`src/design/ldoc_consts.vh`:
```
// Offsets, field positions and reset values of the LDO control register bank
`ifndef LDOC_CONSTS_VH
`define LDOC_CONSTS_VH
`define LDOC_ADDR_LDO_FOUR  8'h6f
`define LDOC_ADDR_LDO_FIVE  8'h70
`define LDOC_ADDR_LDO_SIX   8'h71
`define LDOC_VSET_MSB       3
`define LDOC_VSET_LSB       0
`define LDOC_EN_BIT         4
`define LDOC_STBY_BIT       5
`define LDOC_LPWR_BIT       6
`define LDOC_CTL_WMASK      8'h7f
`define LDOC_CTL_RESET      8'h00
`define LDOC_NUM_LDO        3
`endif

```
`src/design/ldoc_regs.v`:
```
// LDO control register bank for three regulators, with short-circuit handling
`timescale 1ns/100ps
`include "ldoc_consts.vh"

module ldoc_regs (
	input  wire       ref_clk,        // 25 MHz clock
	input  wire       resetn,         // Async reset, active low
	input  wire       reg_wr,         // Register write strobe
	input  wire [7:0] reg_addr,       // Register byte address
	input  wire [7:0] reg_wdata,      // Write data
	output reg  [7:0] reg_rdata,      // Read data, one cycle after address
	input  wire       scp_enable,     // Short-circuit protection enable
	input  wire       standby_in,     // Chip standby condition, from a pin
	input  wire [2:0] short_det,      // Debounced short per regulator, from pins
	input  wire [2:0] fault_mask,     // Fault interrupt mask per regulator
	input  wire [2:0] fault_clr,      // Fault flag clear per regulator, pulse
	output reg  [3:0] ldo_four_voltage_setpoint, // Setpoint to regulator four
	output reg  [3:0] ldo_five_voltage_setpoint, // Setpoint to regulator five
	output reg  [3:0] ldo_six_voltage_setpoint,  // Setpoint to regulator six
	output reg  [2:0] ldo_out_on,     // Regulator output on, per regulator
	output reg  [2:0] ldo_out_lowpwr, // Regulator in low-power mode, per regulator
	output reg  [2:0] ldo_fault_interrupt_flag, // Sticky fault flags
	output reg        fault_irq       // Unmasked fault request
);

	// Reset release chain and its synchronised copy
	reg  [1:0] rst_sync_q;
	wire       rst_n;

	// Standby pin synchroniser and accepted level
	reg        stby_s1_q;
	reg        stby_s2_q;
	reg        stby_s3_q;
	reg        stby_q;

	// Short-detect synchronisers, accepted level and edge history
	reg  [2:0] sc_s1_q;
	reg  [2:0] sc_s2_q;
	reg  [2:0] sc_s3_q;
	reg  [2:0] sc_q;
	reg  [2:0] sc_prev_q;
	wire [2:0] sc_agree;
	wire [2:0] sc_rise;

	// Control bytes, one per regulator, addressed by index
	reg  [7:0] ctl_q [0:2];
	wire [1:0] acc_idx;

	// Next values of the registered outputs
	reg  [7:0] rdata_d;
	reg  [2:0] on_d;
	reg  [2:0] lowpwr_d;
	reg  [2:0] flag_d;

	// Loop indices, none shared by two processes so no variable has two drivers
	integer    ri;
	integer    wi;
	integer    oi;
	integer    fi;

	// Maps a bus address to a register index; 3 means unmapped
	function [1:0] ldoc_index;
		input [7:0] addr;
		begin
			case (addr)
				`LDOC_ADDR_LDO_FOUR: ldoc_index = 2'd0;
				`LDOC_ADDR_LDO_FIVE: ldoc_index = 2'd1;
				`LDOC_ADDR_LDO_SIX:  ldoc_index = 2'd2;
				default:             ldoc_index = 2'd3;
			endcase
		end
	endfunction

	// Output on: enable set, unless standby asks for off without low power
	function ldoc_out_on;
		input [7:0] ctl;
		input       stby;
		begin
			ldoc_out_on = ctl[`LDOC_EN_BIT] &
				~(ctl[`LDOC_STBY_BIT] & stby & ~ctl[`LDOC_LPWR_BIT]);
		end
	endfunction

	// Low power: enabled with the low-power bit, except standby-only use out of standby
	function ldoc_out_low;
		input [7:0] ctl;
		input       stby;
		begin
			ldoc_out_low = ctl[`LDOC_EN_BIT] & ctl[`LDOC_LPWR_BIT] &
				~(ctl[`LDOC_STBY_BIT] & ~stby);
		end
	endfunction

	// Reset asserts at once but leaves only on a clock edge
	always @(posedge ref_clk or negedge resetn) begin
		if (!resetn)
			rst_sync_q <= 2'h0;
		else
			rst_sync_q <= {rst_sync_q[0], 1'b1};
	end
	assign rst_n = rst_sync_q[1];

	// One synchroniser serves all three regulators
	always @(posedge ref_clk or negedge rst_n) begin
		if (!rst_n) begin
			stby_s1_q <= 1'b0;
			stby_s2_q <= 1'b0;
			stby_s3_q <= 1'b0;
			stby_q    <= 1'b0;
		end else begin
			stby_s1_q <= standby_in;
			stby_s2_q <= stby_s1_q;
			stby_s3_q <= stby_s2_q;
			// A change counts once stages two and three agree
			if (stby_s2_q == stby_s3_q)
				stby_q <= stby_s3_q;
		end
	end

	// Per-bit agreement filter keeps a single glitch from reaching the flags
	assign sc_agree = ~(sc_s2_q ^ sc_s3_q);

	always @(posedge ref_clk or negedge rst_n) begin
		if (!rst_n) begin
			sc_s1_q   <= 3'h0;
			sc_s2_q   <= 3'h0;
			sc_s3_q   <= 3'h0;
			sc_q      <= 3'h0;
			sc_prev_q <= 3'h0;
		end else begin
			sc_s1_q   <= short_det;
			sc_s2_q   <= sc_s1_q;
			sc_s3_q   <= sc_s2_q;
			sc_q      <= (sc_agree & sc_s3_q) | (~sc_agree & sc_q);
			sc_prev_q <= sc_q;
		end
	end
	assign sc_rise = sc_q & ~sc_prev_q;

	assign acc_idx = ldoc_index(reg_addr);

	// A short that coincides with a host write still disables the regulator
	always @(posedge ref_clk or negedge rst_n) begin
		if (!rst_n) begin
			for (ri = 0; ri < 3; ri = ri + 1)
				ctl_q[ri] <= `LDOC_CTL_RESET;
		end else begin
			for (wi = 0; wi < 3; wi = wi + 1) begin
				if (reg_wr && acc_idx == wi[1:0])
					ctl_q[wi] <= reg_wdata & `LDOC_CTL_WMASK;
				if (sc_q[wi] && scp_enable)
					ctl_q[wi][`LDOC_EN_BIT] <= 1'b0;
			end
		end
	end

	// Read data of the addressed register; unmapped addresses read zero
	always @* begin
		case (acc_idx)
			2'd0:    rdata_d = ctl_q[0] & `LDOC_CTL_WMASK;
			2'd1:    rdata_d = ctl_q[1] & `LDOC_CTL_WMASK;
			2'd2:    rdata_d = ctl_q[2] & `LDOC_CTL_WMASK;
			default: rdata_d = 8'h00;
		endcase
	end

	// Output state of each regulator from its control byte and standby
	always @* begin
		on_d     = 3'h0;
		lowpwr_d = 3'h0;
		for (oi = 0; oi < 3; oi = oi + 1) begin
			on_d[oi]     = ldoc_out_on(ctl_q[oi], stby_q);
			lowpwr_d[oi] = ldoc_out_low(ctl_q[oi], stby_q);
		end
	end

	// Sticky flags; a new short wins over a clear in the same cycle
	always @* begin
		flag_d = ldo_fault_interrupt_flag;
		for (fi = 0; fi < 3; fi = fi + 1) begin
			if (sc_rise[fi])
				flag_d[fi] = 1'b1;
			else if (fault_clr[fi])
				flag_d[fi] = 1'b0;
		end
	end

	// Every output leaves straight from a flip-flop
	always @(posedge ref_clk or negedge rst_n) begin
		if (!rst_n) begin
			reg_rdata                 <= 8'h00;
			ldo_four_voltage_setpoint <= 4'h0;
			ldo_five_voltage_setpoint <= 4'h0;
			ldo_six_voltage_setpoint  <= 4'h0;
			ldo_out_on                <= 3'h0;
			ldo_out_lowpwr            <= 3'h0;
			ldo_fault_interrupt_flag  <= 3'h0;
			fault_irq                 <= 1'b0;
		end else begin
			reg_rdata                 <= rdata_d;
			ldo_four_voltage_setpoint <= ctl_q[0][`LDOC_VSET_MSB:`LDOC_VSET_LSB];
			ldo_five_voltage_setpoint <= ctl_q[1][`LDOC_VSET_MSB:`LDOC_VSET_LSB];
			ldo_six_voltage_setpoint  <= ctl_q[2][`LDOC_VSET_MSB:`LDOC_VSET_LSB];
			ldo_out_on                <= on_d;
			ldo_out_lowpwr            <= lowpwr_d;
			ldo_fault_interrupt_flag  <= flag_d;
			// Raw edge included so the request does not wait for the flag
			fault_irq <= |((ldo_fault_interrupt_flag | sc_rise) & ~fault_mask);
		end
	end

endmodule

```
`config.mk`:
```
export PLATFORM = sky130hd
export DESIGN_NAME = ldoc_regs
export DESIGN_NICKNAME = d
export VERILOG_FILES = /design/src/design/ldoc_regs.v
export VERILOG_INCLUDE_DIRS = /design/src /design/src/design
export SDC_FILE = /design/constraint.sdc
export NUM_CORES = 1
export LEC_CHECK = 0
export BUFFER_PORTS_ARGS = -buffer_cell sky130_fd_sc_hd__buf_2
export CORE_MARGIN = 2
export CORE_UTILIZATION = 40
export CTS_BUF_LIST = sky130_fd_sc_hd__clkbuf_4 sky130_fd_sc_hd__clkbuf_8 sky130_fd_sc_hd__clkbuf_16
export DETAILED_ROUTE_END_ITERATION = 6
export PLACE_DENSITY = 0.65
export SYNTH_ARGS = -nofsm -noshare
export SYNTH_HDL_FRONTEND = slang
export SYNTH_SLANG_ARGS = --single-unit
```
`constraint.sdc`:
```
create_clock -name ref_clk -period 2.95 [get_ports ref_clk]
set_input_delay 0.1475 -clock ref_clk [delete_from_list [all_inputs] [get_ports ref_clk]]
set_output_delay 0.1475 -clock ref_clk [all_outputs]
set_load 0.01 [all_outputs]
```
==> run_summary.xml, run 1 <==
<?xml version="1.0" encoding="UTF-8"?>
<metrics>
  <group name="run_status">
    <metric name="outcome" unit="">complete, no violations</metric>
  </group>
  <group name="worst_setup_path">
    <metric name="cp_required" unit="ns">3.17</metric>
    <metric name="timing.critical_path.cells" unit="">buf_2 -&gt; or4b_1 -&gt; nor3_2 -&gt; mux2_2</metric>
    <metric name="type_of_the_setup_path_with_the_least_slack" unit="">input pin to flip-flop</metric>
    <metric name="critical_path.reg2reg.startpoint" unit="">ctl_q[21]</metric>
    <metric name="critical_path.reg2reg.endpoint" unit="">reg_rdata[5]</metric>
    <metric name="critical_path.n_buffers_inverters" unit="">1</metric>
    <metric name="reg2reg_depth" unit="">3</metric>
    <metric name="critPathCaptureType" unit="">flip-flop</metric>
    <metric name="timing.critical_path.from_type" unit="">input pin</metric>
    <metric name="cp_max_fo" unit="">9</metric>
    <metric name="timing.critical_path.max_delay_family" unit="">simple AND/OR/NAND/NOR gates</metric>
    <metric name="crit_path_top_delay_cell" unit="">nor3_2</metric>
    <metric name="timing.reg2reg.setup_slack" unit="ns">1.96</metric>
    <metric name="critical_path_arrival" unit="ns">2.06</metric>
    <metric name="critical-path-max-stage-delay" unit="ns">0.67</metric>
  </group>
  <group name="cts">
    <metric name="clk_pin_slew_worst_paths" unit="ns">0.07</metric>
    <metric name="cts.sinks" unit="">71</metric>
    <metric name="cts_max_level" unit="">3</metric>
    <metric name="cts_inserted_buffers" unit="">9</metric>
    <metric name="cts-root-buf" unit="">clkbuf_8</metric>
    <metric name="cts.path.max_buffers" unit="">2</metric>
    <metric name="worstSkewPairLatency" unit="ns">0.33</metric>
    <metric name="tritoncts" unit="">built</metric>
    <metric name="cts-resized-gates" unit="">0</metric>
  </group>
  <group name="route">
    <metric name="routed_wirelength" unit="µm">4660</metric>
    <metric name="detailedRoute.firstIterationViolations" unit="">65</metric>
    <metric name="route.vias.total" unit="">1552</metric>
    <metric name="routed_wire_length_per_instance" unit="µm">14.3</metric>
    <metric name="detail_route.drc_violations" unit="">0</metric>
    <metric name="detail_route.first_pass.iterations" unit="">4</metric>
    <metric name="vias_per_cell" unit="">4.78</metric>
    <metric name="drtAntennaViolNets" unit="">0</metric>
  </group>
  <group name="synthesis">
    <metric name="post_synth_main_area_contributors" unit="">dfrtp_1 (69%), mux2_2 (5.3%), mux2i_1 (3.9%)</metric>
    <metric name="area_fraction_of_the_dominant_cell_type_after_synthesis" unit="%">69.1</metric>
    <metric name="flops_latches_synth" unit="">71</metric>
    <metric name="synth_enable_flop_cells" unit="">0</metric>
    <metric name="largest_area_contributor_in_the_synthesized_netlist" unit="">dfrtp_1</metric>
    <metric name="syn-cell-area" unit="µm²">2570</metric>
    <metric name="mappedNetlistNets" unit="">202</metric>
    <metric name="yosysWarnings" unit="">0</metric>
    <metric name="synth.yosys.seq_area_share" unit="%">69.1</metric>
    <metric name="synthCells" unit="">172</metric>
    <metric name="postSynth.topFlopCell" unit="">dfrtp_1</metric>
    <metric name="async_reset_ff_share" unit="%">100</metric>
    <metric name="syn_avg_cell_area" unit="µm²">14.9</metric>
    <metric name="yosysUniqueCellTypes" unit="">26</metric>
  </group>
  <group name="floorplanning">
    <metric name="floorplan.die.width" unit="µm">84.2</metric>
    <metric name="coreArea" unit="µm²">6280</metric>
    <metric name="floorplan.die_area" unit="µm²">7090</metric>
    <metric name="initial_utilization" unit="%">41.0</metric>
    <metric name="boundaryPins" unit="">60</metric>
    <metric name="core.rowCount" unit="">29</metric>
    <metric name="die_height" unit="µm">84.2</metric>
  </group>
  <group name="placed_design">
    <metric name="globalplace.congestion" unit="">0.734</metric>
    <metric name="dp.final_hpwl" unit="µm">3200</metric>
    <metric name="place.port_buffers" unit="">57</metric>
    <metric name="place_inst" unit="">305</metric>
  </group>
  <group name="timing">
    <metric name="clock_skew" unit="ns">0.00705</metric>
    <metric name="finalSetupTns" unit="ns">0</metric>
    <metric name="final.period_utilization" unit="%">62.4</metric>
    <metric name="fin_hold_ws" unit="ns">0.0394</metric>
    <metric name="final_hold_viol_count" unit="">0</metric>
    <metric name="worst_slew_margin_rel" unit="%">50.5</metric>
    <metric name="setup_viol_count_final" unit="">0</metric>
    <metric name="setup_repair_after_global_routing_missed_its_margin" unit="">false</metric>
    <metric name="finalMaxSlewViolations" unit="">0</metric>
    <metric name="timing.fmax" unit="MHz">543</metric>
    <metric name="worstMarginPinSlew" unit="ns">0.739</metric>
    <metric name="timing.final.crit_period" unit="ns">1.84</metric>
  </group>
  <group name="grt">
    <metric name="grt_pass1_vias" unit="">1551</metric>
    <metric name="busiest_grt_layer" unit="">met2</metric>
    <metric name="grt_util_all_layers" unit="%">14.5</metric>
    <metric name="grtUsageMet2" unit="%">20.9</metric>
    <metric name="wire_length_of_the_first_global_routing_pass" unit="µm">7760</metric>
    <metric name="grtUsageMet3" unit="%">5.60</metric>
    <metric name="grt_overflow_total" unit="">0</metric>
    <metric name="maximum_number_of_pins_on_one_net_before_global_route_repair" unit="">33</metric>
    <metric name="grt_antenna_before_repair" unit="">0</metric>
    <metric name="grt_use_met1" unit="%">19.1</metric>
  </group>
  <group name="final_layout">
    <metric name="seq_area" unit="µm²">1780</metric>
    <metric name="most_frequent_standard_cell_in_the_layout_excluding_fill_and_tap_cells" unit="">dfrtp_1</metric>
    <metric name="layout.filler_cells" unit="">571</metric>
    <metric name="finish.cell_count_without_fillers" unit="">325</metric>
    <metric name="layout-drive-gt1-share" unit="%">42.3</metric>
    <metric name="finish.net_count" unit="">274</metric>
    <metric name="postLayoutCoreUtil" unit="%">50.6</metric>
    <metric name="antenna_cells_inserted" unit="">0</metric>
    <metric name="most-common-layout-cells" unit="">dfrtp_1 (70), buf_2 (57), inv_1 (18)</metric>
    <metric name="multi_input_logic_area" unit="µm²">674</metric>
    <metric name="area_growth" unit="%">23.5</metric>
  </group>
  <group name="power">
    <metric name="power.leakage" unit="nW">1.63</metric>
    <metric name="post-layout-total-power" unit="W">0.00193</metric>
    <metric name="worst_ir_drop_vdd" unit="V">0.000253</metric>
    <metric name="power_per_cell_area" unit="nW/µm²">608</metric>
  </group>
  <group name="worst_hold_path">
    <metric name="hold_depth" unit="">2</metric>
    <metric name="type_of_the_worst_min_delay_path" unit="">input pin to flip-flop</metric>
    <metric name="worstHoldEndpoint" unit="">fault_irq</metric>
    <metric name="min-delay-start" unit="">fault_mask[0]</metric>
  </group>
  <group name="flow_run">
    <metric name="maximum_capacitance_violations" unit="">0</metric>
  </group>
</metrics>
repair_timing:
item / in CTS / in global routing
hold buffers: 5 / 0
buffers inserted: 0 / 0
endpoints found under the hold margin: 6 / 0
worst reg2reg max path: stages, from the launching register on:
cell and delay, ns:
dfrtp_1 0.39, inv_1 0.06, o32a_2 0.35, nor2_1 0.12
routing by layer:
metal,wire length (µm),vias up
li1,-,729
met4,119,0
met1,2140,774
met3,251,12
met2,2150,37
met5,0,-
through the flow:
step / setup WS (ns) / area [µm²]
after global routing: 1.05 / 3170
after CTS: 1.11 / 3170
final: 1.11 / 3170
after global placement: 0.737 / 2930
after detailed placement: 0.723 / 2930
after floorplan: 0.826 / 2570
cell families after synthesis:
group	Yosys count	share of synthesized area [%]
mux	28	12.7
fa+ha+maj	4	1.56
simple gates	24	5.06
other cells	2	0.292
compound gates	20	6.67
buf+inv	23	4.67
flops	71	69.1
how the worst max path moves through the flow:
| stage | start | to | slack, ns | cells after the start |
|---|---|---|---|---|
| 2_1_floorplan | rst_sync_q[1] | asynchronous set/reset pin | 0.83 | 0 |
| 3_3_place_gp | reg_addr[4] | ctl_q[8] | 0.74 | 4 |
| 3_5_place_dp | reg_addr[4] | ctl_q[11] | 0.72 | 4 |
| 4_1_cts | reg_addr[4] | ctl_q[11] | 1.11 | 4 |
| 5_1_grt | reg_addr[4] | ctl_q[10] | 1.05 | 4 |
| 6_report | reg_addr[4] | ctl_q[10] | 1.11 | 4 |
cell type report:
class                      instances  area share [%]
clock buffer                      11            4.57
clock inverter                     4            1.50
inverter                          18            2.13
multi-input combinational         78            21.2
sequential                        71            56.0
tap                               77            3.04
timing repair buffer              66            11.5
power breakdown:
group	internal [W]	switching, W
logic	0.0000622	0.0000654
clock network	0.000415	0.000334
registers	0.00102	0.0000331
total	0.00150	0.000432
sequential cells by signal (all words and copies together) (netlist names), named ones only:
name / flops
ldo_six_voltage_setpoint: 4
sc_prev_q: 3
stby_s2_q: 1
sc_s2_q: 3
ldoc_out_low.stby: 1
ldo_four_voltage_setpoint: 4
sc_s1_q: 3
ldo_out_lowpwr: 3
ctl_q: 14
reg_rdata: 7
stby_s3_q: 1
sc_s3_q: 3
rst_sync_q: 2
stby_s1_q: 1
ldo_out_on: 3
ldo_five_voltage_setpoint: 4
ldoc_out_low.ctl: 7
fault_irq: 1
ldo_fault_interrupt_flag: 3
cell usage after synthesis (2+ instances only):
master	instances
a22o_1	2
mux2_4	6
a211oi_1	3
dfrtp_1	71
mux2_2	12
a21oi_1	2
a31oi_1	3
nand2_1	9
nor2_1	7
nor3_2	2
maj3_1	4
inv_1	18
mux2i_1	10
conb_1	2
o32a_2	7
buf_6	4
Power figures use the tool's default switching activity.
==> run 2, diff against run 1 <==
--- a/config.mk
+++ b/config.mk
@@ -11,7 +11,7 @@
 export CORE_UTILIZATION = 40
 export CTS_BUF_LIST = sky130_fd_sc_hd__clkbuf_4 sky130_fd_sc_hd__clkbuf_8 sky130_fd_sc_hd__clkbuf_16
 export DETAILED_ROUTE_END_ITERATION = 6
-export PLACE_DENSITY = 0.65
+export PLACE_DENSITY = 0.68
 export SYNTH_ARGS = -nofsm -noshare
 export SYNTH_HDL_FRONTEND = slang
 export SYNTH_SLANG_ARGS = --single-unit
==> constraint.sdc (replaced) <==
create_clock -name ref_clk -period 1.65 [get_ports ref_clk]
set_input_delay 0.0825 -clock ref_clk [delete_from_list [all_inputs] [get_ports ref_clk]]
set_output_delay 0.0825 -clock ref_clk [all_outputs]
set_load 0.01 [all_outputs]
==> run 2 against run 1 <==
Against the previous run:
- flip-flop and latch count unchanged
- sequential share of layout area down 3.7 points
- clock power up 130%
- critical path depth unchanged
- core utilization up 3.5 points
- die area unchanged
- combinational power up 110%
- worst setup slack worse by 0.94 ns
- clock-buffer cell count unchanged
==> run_summary.xml, run 2 (synthesis results as in run 1) <==
<?xml version="1.0" encoding="UTF-8"?>
<metrics>
  <group name="route">
    <metric name="routed_wirelength" unit="µm">4840</metric>
    <metric name="vias_per_cell" unit="">4.77</metric>
    <metric name="detail_route.first_pass.iterations" unit="">4</metric>
    <metric name="detail_route.drc_violations" unit="">0</metric>
    <metric name="detailedRoute.firstIterationViolations" unit="">94</metric>
    <metric name="drtAntennaViolNets" unit="">0</metric>
    <metric name="routed_wire_length_per_instance" unit="µm">14.2</metric>
    <metric name="route.vias.total" unit="">1631</metric>
  </group>
  <group name="flow_run">
    <metric name="maximum_capacitance_violations" unit="">0</metric>
  </group>
  <group name="final_layout">
    <metric name="area_growth" unit="%">32.1</metric>
    <metric name="finish.cell_count_without_fillers" unit="">342</metric>
    <metric name="multi_input_logic_area" unit="µm²">678</metric>
    <metric name="most_frequent_standard_cell_in_the_layout_excluding_fill_and_tap_cells" unit="">dfrtp_1</metric>
    <metric name="seq_area" unit="µm²">1780</metric>
    <metric name="largest_register" unit="">ctl_q</metric>
    <metric name="largest_register_ffs" unit="">14</metric>
    <metric name="finish.net_count" unit="">290</metric>
    <metric name="antenna_cells_inserted" unit="">0</metric>
    <metric name="layout.cell_area.non_filler" unit="µm²">3400</metric>
    <metric name="layout.filler_cells" unit="">540</metric>
    <metric name="most-common-layout-cells" unit="">dfrtp_1 (70), buf_2 (57), inv_1 (18)</metric>
    <metric name="layout-drive-gt1-share" unit="%">43.0</metric>
  </group>
  <group name="floorplanning">
    <metric name="core.rowCount" unit="">29</metric>
    <metric name="boundaryPins" unit="">60</metric>
    <metric name="die_height" unit="µm">84.2</metric>
    <metric name="floorplan.die.width" unit="µm">84.2</metric>
    <metric name="coreArea" unit="µm²">6280</metric>
    <metric name="initial_utilization" unit="%">41.0</metric>
    <metric name="floorplan.die_area" unit="µm²">7090</metric>
  </group>
  <group name="worst_setup_path">
    <metric name="critical_path_arrival" unit="ns">1.70</metric>
    <metric name="type_of_the_setup_path_with_the_least_slack" unit="">flip-flop to flip-flop</metric>
    <metric name="critPathCaptureType" unit="">flip-flop</metric>
    <metric name="timing.reg2reg.setup_slack" unit="ns">0.17</metric>
    <metric name="critical_path.endpoint" unit="">fault_irq</metric>
    <metric name="critical_path.reg2reg.endpoint" unit="">fault_irq</metric>
    <metric name="critical_path_depth" unit="">4</metric>
    <metric name="timing.critical_path.from_type" unit="">flip-flop</metric>
    <metric name="critical_path.n_buffers_inverters" unit="">1</metric>
    <metric name="critical-path-max-stage-delay" unit="ns">0.56</metric>
    <metric name="cp_max_fo" unit="">4</metric>
    <metric name="timing.critical_path.cells" unit="">nor2b_1 -&gt; o21bai_1 -&gt; o221ai_1 -&gt; dlygate4sd3_1</metric>
    <metric name="reg2reg_depth" unit="">4</metric>
    <metric name="crit_path_top_delay_cell" unit="">dlygate4sd3_1</metric>
    <metric name="cp_required" unit="ns">1.87</metric>
    <metric name="timing.critical_path.max_delay_family" unit="">buffers and inverters</metric>
  </group>
  <group name="power">
    <metric name="power.leakage" unit="nW">1.74</metric>
    <metric name="worst_ir_drop_vdd" unit="V">0.000697</metric>
    <metric name="power_per_cell_area" unit="nW/µm²">1140</metric>
  </group>
  <group name="cts">
    <metric name="cts_max_level" unit="">3</metric>
    <metric name="cts_inserted_buffers" unit="">9</metric>
    <metric name="clk_pin_slew_worst_paths" unit="ns">0.07</metric>
    <metric name="cts-root-buf" unit="">clkbuf_8</metric>
    <metric name="cts-resized-gates" unit="">0</metric>
    <metric name="tritoncts" unit="">built</metric>
    <metric name="cts.path.max_buffers" unit="">2</metric>
    <metric name="worstSkewPairLatency" unit="ns">0.35</metric>
    <metric name="cts.sinks" unit="">71</metric>
  </group>
  <group name="placed_design">
    <metric name="detailedPlace.worstSlack" unit="ns">-0.0275</metric>
    <metric name="placedInstanceArea" unit="µm²">3000</metric>
    <metric name="place.port_buffers" unit="">57</metric>
    <metric name="globalplace.congestion" unit="">0.744</metric>
    <metric name="dp.final_hpwl" unit="µm">3200</metric>
    <metric name="place_inst" unit="">312</metric>
  </group>
  <group name="timing">
    <metric name="final.period_utilization" unit="%">89.8</metric>
    <metric name="clock_skew" unit="ns">0.0119</metric>
    <metric name="finalSetupTns" unit="ns">0</metric>
    <metric name="setup_repair_after_global_routing_missed_its_margin" unit="">false</metric>
    <metric name="setup_viol_count_final" unit="">0</metric>
    <metric name="timing.fmax" unit="MHz">675</metric>
    <metric name="final_hold_viol_count" unit="">0</metric>
    <metric name="fin_hold_ws" unit="ns">0.0285</metric>
    <metric name="layout_setup_ws" unit="ns">0.168</metric>
    <metric name="timing.final.crit_period" unit="ns">1.48</metric>
    <metric name="finalMaxSlewViolations" unit="">0</metric>
  </group>
  <group name="grt">
    <metric name="grt_pass1_vias" unit="">1748</metric>
    <metric name="maximum_number_of_pins_on_one_net_before_global_route_repair" unit="">70</metric>
    <metric name="grt_overflow_total" unit="">0</metric>
    <metric name="grt_antenna_before_repair" unit="">0</metric>
    <metric name="grt_util_all_layers" unit="%">15.5</metric>
    <metric name="wire_length_of_the_first_global_routing_pass" unit="µm">8410</metric>
  </group>
  <group name="worst_hold_path">
    <metric name="min-delay-start" unit="">reg_wdata[5]</metric>
    <metric name="type_of_the_worst_min_delay_path" unit="">input pin to flip-flop</metric>
  </group>
  <group name="run_status">
    <metric name="outcome" unit="">complete, no violations</metric>
  </group>
</metrics>
## run 2: changes by cell type in the layout (fill, tap and decap cells not counted)
| cell | change |
|---|---|
| clkinv_2 | -1 |
| clkbuf_4 | -1 |
| clkinvlp_4 | -1 |
| dlygate4sd3_1 | +9 |
| bufinv_16 | +2 |
| buf_4 | +6 |
| clkinv_4 | +1 |
| clkbuf_8 | +1 |
| or4b_1 | -1 |
| buf_12 | +1 |
| or4b_4 | +1 |
## run 2: repair_timing
| action | 4_1_cts | 5_1_grt |
|---|---|---|
| setup buffers | 0 | 0 |
| hold buffers | 14 | 0 |
| hold endpoints to repair | 25 | 0 |
## run 2: routing by layer
metal / vias to the layer above / routed length [µm] / track usage (%)
met4: 0 / 157 / 9.68
met5: - / 0 / 0
met3: 14 / 177 / 3.74
met2: 38 / 2450 / 25.0
met1: 812 / 2060 / 18.7
li1: 767 / - / -
## run 2: cell type report
type / instances / area share [%]
inverters: 18 / 1.99
well taps: 77 / 2.84
repair buffers: 82 / 15.3
clock buffers: 11 / 4.46
multi-input cells: 78 / 20.0
flip-flops and latches: 71 / 52.4
clock inverters: 5 / 3.06
## run 2: metrics by stage
stage / util [%] / total power (W)
floorplan: - / 0.00204
global placement: 47.8 / 0.00214
detailed placement: 47.8 / 0.00215
CTS: 54.1 / 0.00391
global route: 54.1 / 0.00403
finish: 54.1 / 0.00387
## run 2: how the worst min path moves through the flow
stage                                     end  slack [ns]  cells past startpoint
after floorplan                 rst_sync_q[0]       -0.21                      0
after global placement          rst_sync_q[0]       -0.13                      1
after detailed placement        rst_sync_q[0]       -0.13                      1
after CTS                 ldoc_out_low.ctl[5]        0.01                      2
after global routing      ldoc_out_low.ctl[5]        0.03                      2
final                     ldoc_out_low.ctl[5]        0.03                      2
## run 2: report_power, final
part           leakage, nW  switching [W]  internal (W)
Clock                0.130       0.000637       0.00109
Combinational        0.683       0.000131      0.000136
Sequential           0.929      0.0000525       0.00182
## run 2: worst reg2reg max path, delay by kind of cell (launching register included)
family	cells	cell delay [ns]
DFF	1	0.41
and+or+nand+nor	1	0.16
buffers and inverters	1	0.56
AOI/OAI and AO/OA	2	0.23
==> run 3, diff against run 2 <==
--- a/config.mk
+++ b/config.mk
@@ -7,10 +7,13 @@
 export NUM_CORES = 1
 export LEC_CHECK = 0
 export BUFFER_PORTS_ARGS = -buffer_cell sky130_fd_sc_hd__buf_2
+export CORE_ASPECT_RATIO = 1.75
 export CORE_MARGIN = 2
 export CORE_UTILIZATION = 40
 export CTS_BUF_LIST = sky130_fd_sc_hd__clkbuf_4 sky130_fd_sc_hd__clkbuf_8 sky130_fd_sc_hd__clkbuf_16
+export CTS_CLUSTER_DIAMETER = 40
 export DETAILED_ROUTE_END_ITERATION = 6
+export HOLD_SLACK_MARGIN = 0.08
 export PLACE_DENSITY = 0.68
 export SYNTH_ARGS = -nofsm -noshare
 export SYNTH_HDL_FRONTEND = slang
==> run 3 against run 2 <==
Against the previous run:
- largest cell class unchanged
- final cell count up 2.3%
- critical path type unchanged
- die area increased by 0.35%
- routed wire length grew 1.4%
- global-route usage down 0.24 points
- cell area grew 0.41%
- highest routed layer unchanged
- clock-buffer cell count increased by 2
==> run_summary.xml, run 3 (synthesis results as in run 1) <==
<?xml version="1.0" encoding="UTF-8"?>
<metrics>
  <group name="timing">
    <metric name="clock_skew" unit="ns">0.00584</metric>
    <metric name="timing.fmax" unit="MHz">659</metric>
    <metric name="timing.final.crit_period" unit="ns">1.52</metric>
    <metric name="final_hold_viol_count" unit="">0</metric>
    <metric name="setup_repair_after_global_routing_missed_its_margin" unit="">false</metric>
    <metric name="setup_viol_count_final" unit="">0</metric>
    <metric name="finalMaxSlewViolations" unit="">0</metric>
    <metric name="final.period_utilization" unit="%">92.0</metric>
  </group>
  <group name="worst_setup_path">
    <metric name="cp_max_fo" unit="">4</metric>
    <metric name="critical_path.n_buffers_inverters" unit="">1</metric>
    <metric name="critical_path_arrival" unit="ns">1.74</metric>
    <metric name="timing.reg2reg.setup_slack" unit="ns">0.13</metric>
    <metric name="critical-path-max-stage-delay" unit="ns">0.57</metric>
    <metric name="type_of_the_setup_path_with_the_least_slack" unit="">flip-flop to flip-flop</metric>
    <metric name="critical_path_depth" unit="">4</metric>
    <metric name="crit_path_top_delay_cell" unit="">dlygate4sd3_1</metric>
    <metric name="critical_path.reg2reg.endpoint" unit="">fault_irq</metric>
    <metric name="timing.critical_path.max_delay_family" unit="">buffers and inverters</metric>
    <metric name="timing.critical_path.cells" unit="">nor2b_1 -&gt; o21bai_1 -&gt; o221ai_1 -&gt; dlygate4sd3_1</metric>
    <metric name="cp_required" unit="ns">1.87</metric>
    <metric name="reg2reg_depth" unit="">4</metric>
    <metric name="critPathCaptureType" unit="">flip-flop</metric>
    <metric name="timing.critical_path.from_type" unit="">flip-flop</metric>
  </group>
  <group name="route">
    <metric name="detail_route.drc_violations" unit="">0</metric>
    <metric name="routed_wire_length_per_instance" unit="µm">14.0</metric>
    <metric name="top_layer" unit="">met4</metric>
    <metric name="wl_met3" unit="µm">190</metric>
    <metric name="detailedRoute.firstIterationViolations" unit="">47</metric>
    <metric name="detail_route.first_pass.iterations" unit="">5</metric>
    <metric name="routed_wirelength" unit="µm">4910</metric>
    <metric name="vias_per_cell" unit="">4.59</metric>
    <metric name="drtAntennaViolNets" unit="">0</metric>
    <metric name="route.vias.total" unit="">1607</metric>
    <metric name="dr_wl_met2" unit="µm">2720</metric>
    <metric name="routedLengthMet1" unit="µm">1880</metric>
  </group>
  <group name="final_layout">
    <metric name="most-common-layout-cells" unit="">dfrtp_1 (70), buf_2 (57), dlygate4sd3_1 (20)</metric>
    <metric name="antenna_cells_inserted" unit="">0</metric>
    <metric name="postLayoutCoreUtil" unit="%">54.7</metric>
    <metric name="area_growth" unit="%">32.6</metric>
    <metric name="finish.net_count" unit="">295</metric>
    <metric name="largest_register" unit="">ctl_q</metric>
    <metric name="largest_register_ffs" unit="">14</metric>
    <metric name="most_frequent_standard_cell_in_the_layout_excluding_fill_and_tap_cells" unit="">dfrtp_1</metric>
    <metric name="layout.filler_cells" unit="">520</metric>
    <metric name="layout-drive-gt1-share" unit="%">41.9</metric>
    <metric name="finish.cell_count_without_fillers" unit="">350</metric>
    <metric name="layout.cell_area.non_filler" unit="µm²">3410</metric>
  </group>
  <group name="power">
    <metric name="power_per_cell_area" unit="nW/µm²">1050</metric>
    <metric name="worst_ir_drop_vdd" unit="V">0.000527</metric>
    <metric name="power.leakage" unit="nW">1.74</metric>
    <metric name="post-layout-total-power" unit="W">0.00359</metric>
  </group>
  <group name="floorplanning">
    <metric name="floorplan.die_area" unit="µm²">7110</metric>
    <metric name="boundaryPins" unit="">60</metric>
    <metric name="coreArea" unit="µm²">6230</metric>
    <metric name="initial_utilization" unit="%">41.3</metric>
    <metric name="die_height" unit="µm">110</metric>
    <metric name="core.rowCount" unit="">38</metric>
    <metric name="floorplan.die.width" unit="µm">64.6</metric>
  </group>
  <group name="placed_design">
    <metric name="placedInstanceArea" unit="µm²">3000</metric>
    <metric name="place_inst" unit="">314</metric>
    <metric name="globalplace.congestion" unit="">0.787</metric>
    <metric name="dp.final_hpwl" unit="µm">3250</metric>
    <metric name="place.port_buffers" unit="">57</metric>
  </group>
  <group name="grt">
    <metric name="grt_util_all_layers" unit="%">15.2</metric>
    <metric name="grt_antenna_before_repair" unit="">0</metric>
    <metric name="grt_overflow_total" unit="">0</metric>
    <metric name="maximum_number_of_pins_on_one_net_before_global_route_repair" unit="">70</metric>
    <metric name="grt_pass1_vias" unit="">1613</metric>
    <metric name="wire_length_of_the_first_global_routing_pass" unit="µm">7710</metric>
  </group>
  <group name="cts">
    <metric name="cts.sinks" unit="">71</metric>
    <metric name="cts-hold-fix-buffers" unit="">20</metric>
    <metric name="cts.path.max_buffers" unit="">2</metric>
    <metric name="cts_inserted_buffers" unit="">9</metric>
    <metric name="clk_pin_slew_worst_paths" unit="ns">0.07</metric>
    <metric name="tritoncts" unit="">built</metric>
    <metric name="cts_max_level" unit="">3</metric>
    <metric name="worstSkewPairLatency" unit="ns">0.34</metric>
    <metric name="cts_setup_buffers" unit="">0</metric>
    <metric name="cts-root-buf" unit="">clkbuf_8</metric>
    <metric name="cts-resized-gates" unit="">0</metric>
  </group>
  <group name="worst_hold_path">
    <metric name="worstHoldEndpoint" unit="">reg_rdata[2]</metric>
    <metric name="hold_depth" unit="">4</metric>
    <metric name="min-delay-start" unit="">reg_addr[4]</metric>
    <metric name="type_of_the_worst_min_delay_path" unit="">input pin to flip-flop</metric>
  </group>
  <group name="run_status">
    <metric name="outcome" unit="">complete, no violations</metric>
  </group>
  <group name="flow_run">
    <metric name="maximum_capacitance_violations" unit="">0</metric>
  </group>
</metrics>
## run 3: power by group
group / switching [W] / internal (W) / total (W)
registers: 0.0000534 / 0.00183 / 0.00188
logic: 0.000132 / 0.000145 / 0.000278
clock network: 0.000601 / 0.000834 / 0.00144
total: 0.000787 / 0.00281 / 0.00359
## run 3: area by class of cell
cell class | count | area (µm²) | share of cell area [%]
clock inverters | 3 | 40.0 | 1.17
clock buffers | 13 | 173 | 5.06
multi-input cells | 78 | 678 | 19.9
repair buffers | 87 | 573 | 16.8
flip-flops and latches | 71 | 1780 | 52.1
well taps | 80 | 100 | 2.94
inverters | 18 | 67.6 | 1.98
## run 3: routing by layer
| layer | up-vias | GRT usage (%) |
|---|---|---|
| li1 | 773 | - |
| met1 | 784 | 16.5 |
| met5 | - | 0 |
| met3 | 11 | 4.16 |
| met2 | 39 | 26.0 |
| met4 | 0 | 9.88 |
## run 3: per-stage QoR
stage                     setup slack (ns)  hold WS, ns  setup TNS, ns
after detailed placement          0.000729       -0.130              0
after global routing                0.0619        0.245              0
after global placement             0.00482       -0.132              0
after CTS                            0.130        0.230              0
final                                0.132        0.236              0
after floorplan                    -0.0266       -0.213         -0.181
## run 3: worst max path at each step
stage | startpoint | to | slack, ns
final | flip-flop | fault_irq | 0.13
after global routing | flip-flop | fault_irq | 0.06
after CTS | flip-flop | fault_irq | 0.13
after detailed placement | reg_addr[1] | ldoc_out_low.ctl[1] | 0.0007
after global placement | reg_addr[1] | ldoc_out_low.ctl[0] | 0.005
after floorplan | reg_addr[4] | ldoc_out_low.ctl[0] | -0.03
## run 3: tightest hold or removal path: cells and delay by family
| kind | cells | cell delay [ns] |
|---|---|---|
| buf+inv | 2 | 0.27 |
| compound gates | 1 | 0.16 |
| simple gates | 1 | 0.03 |
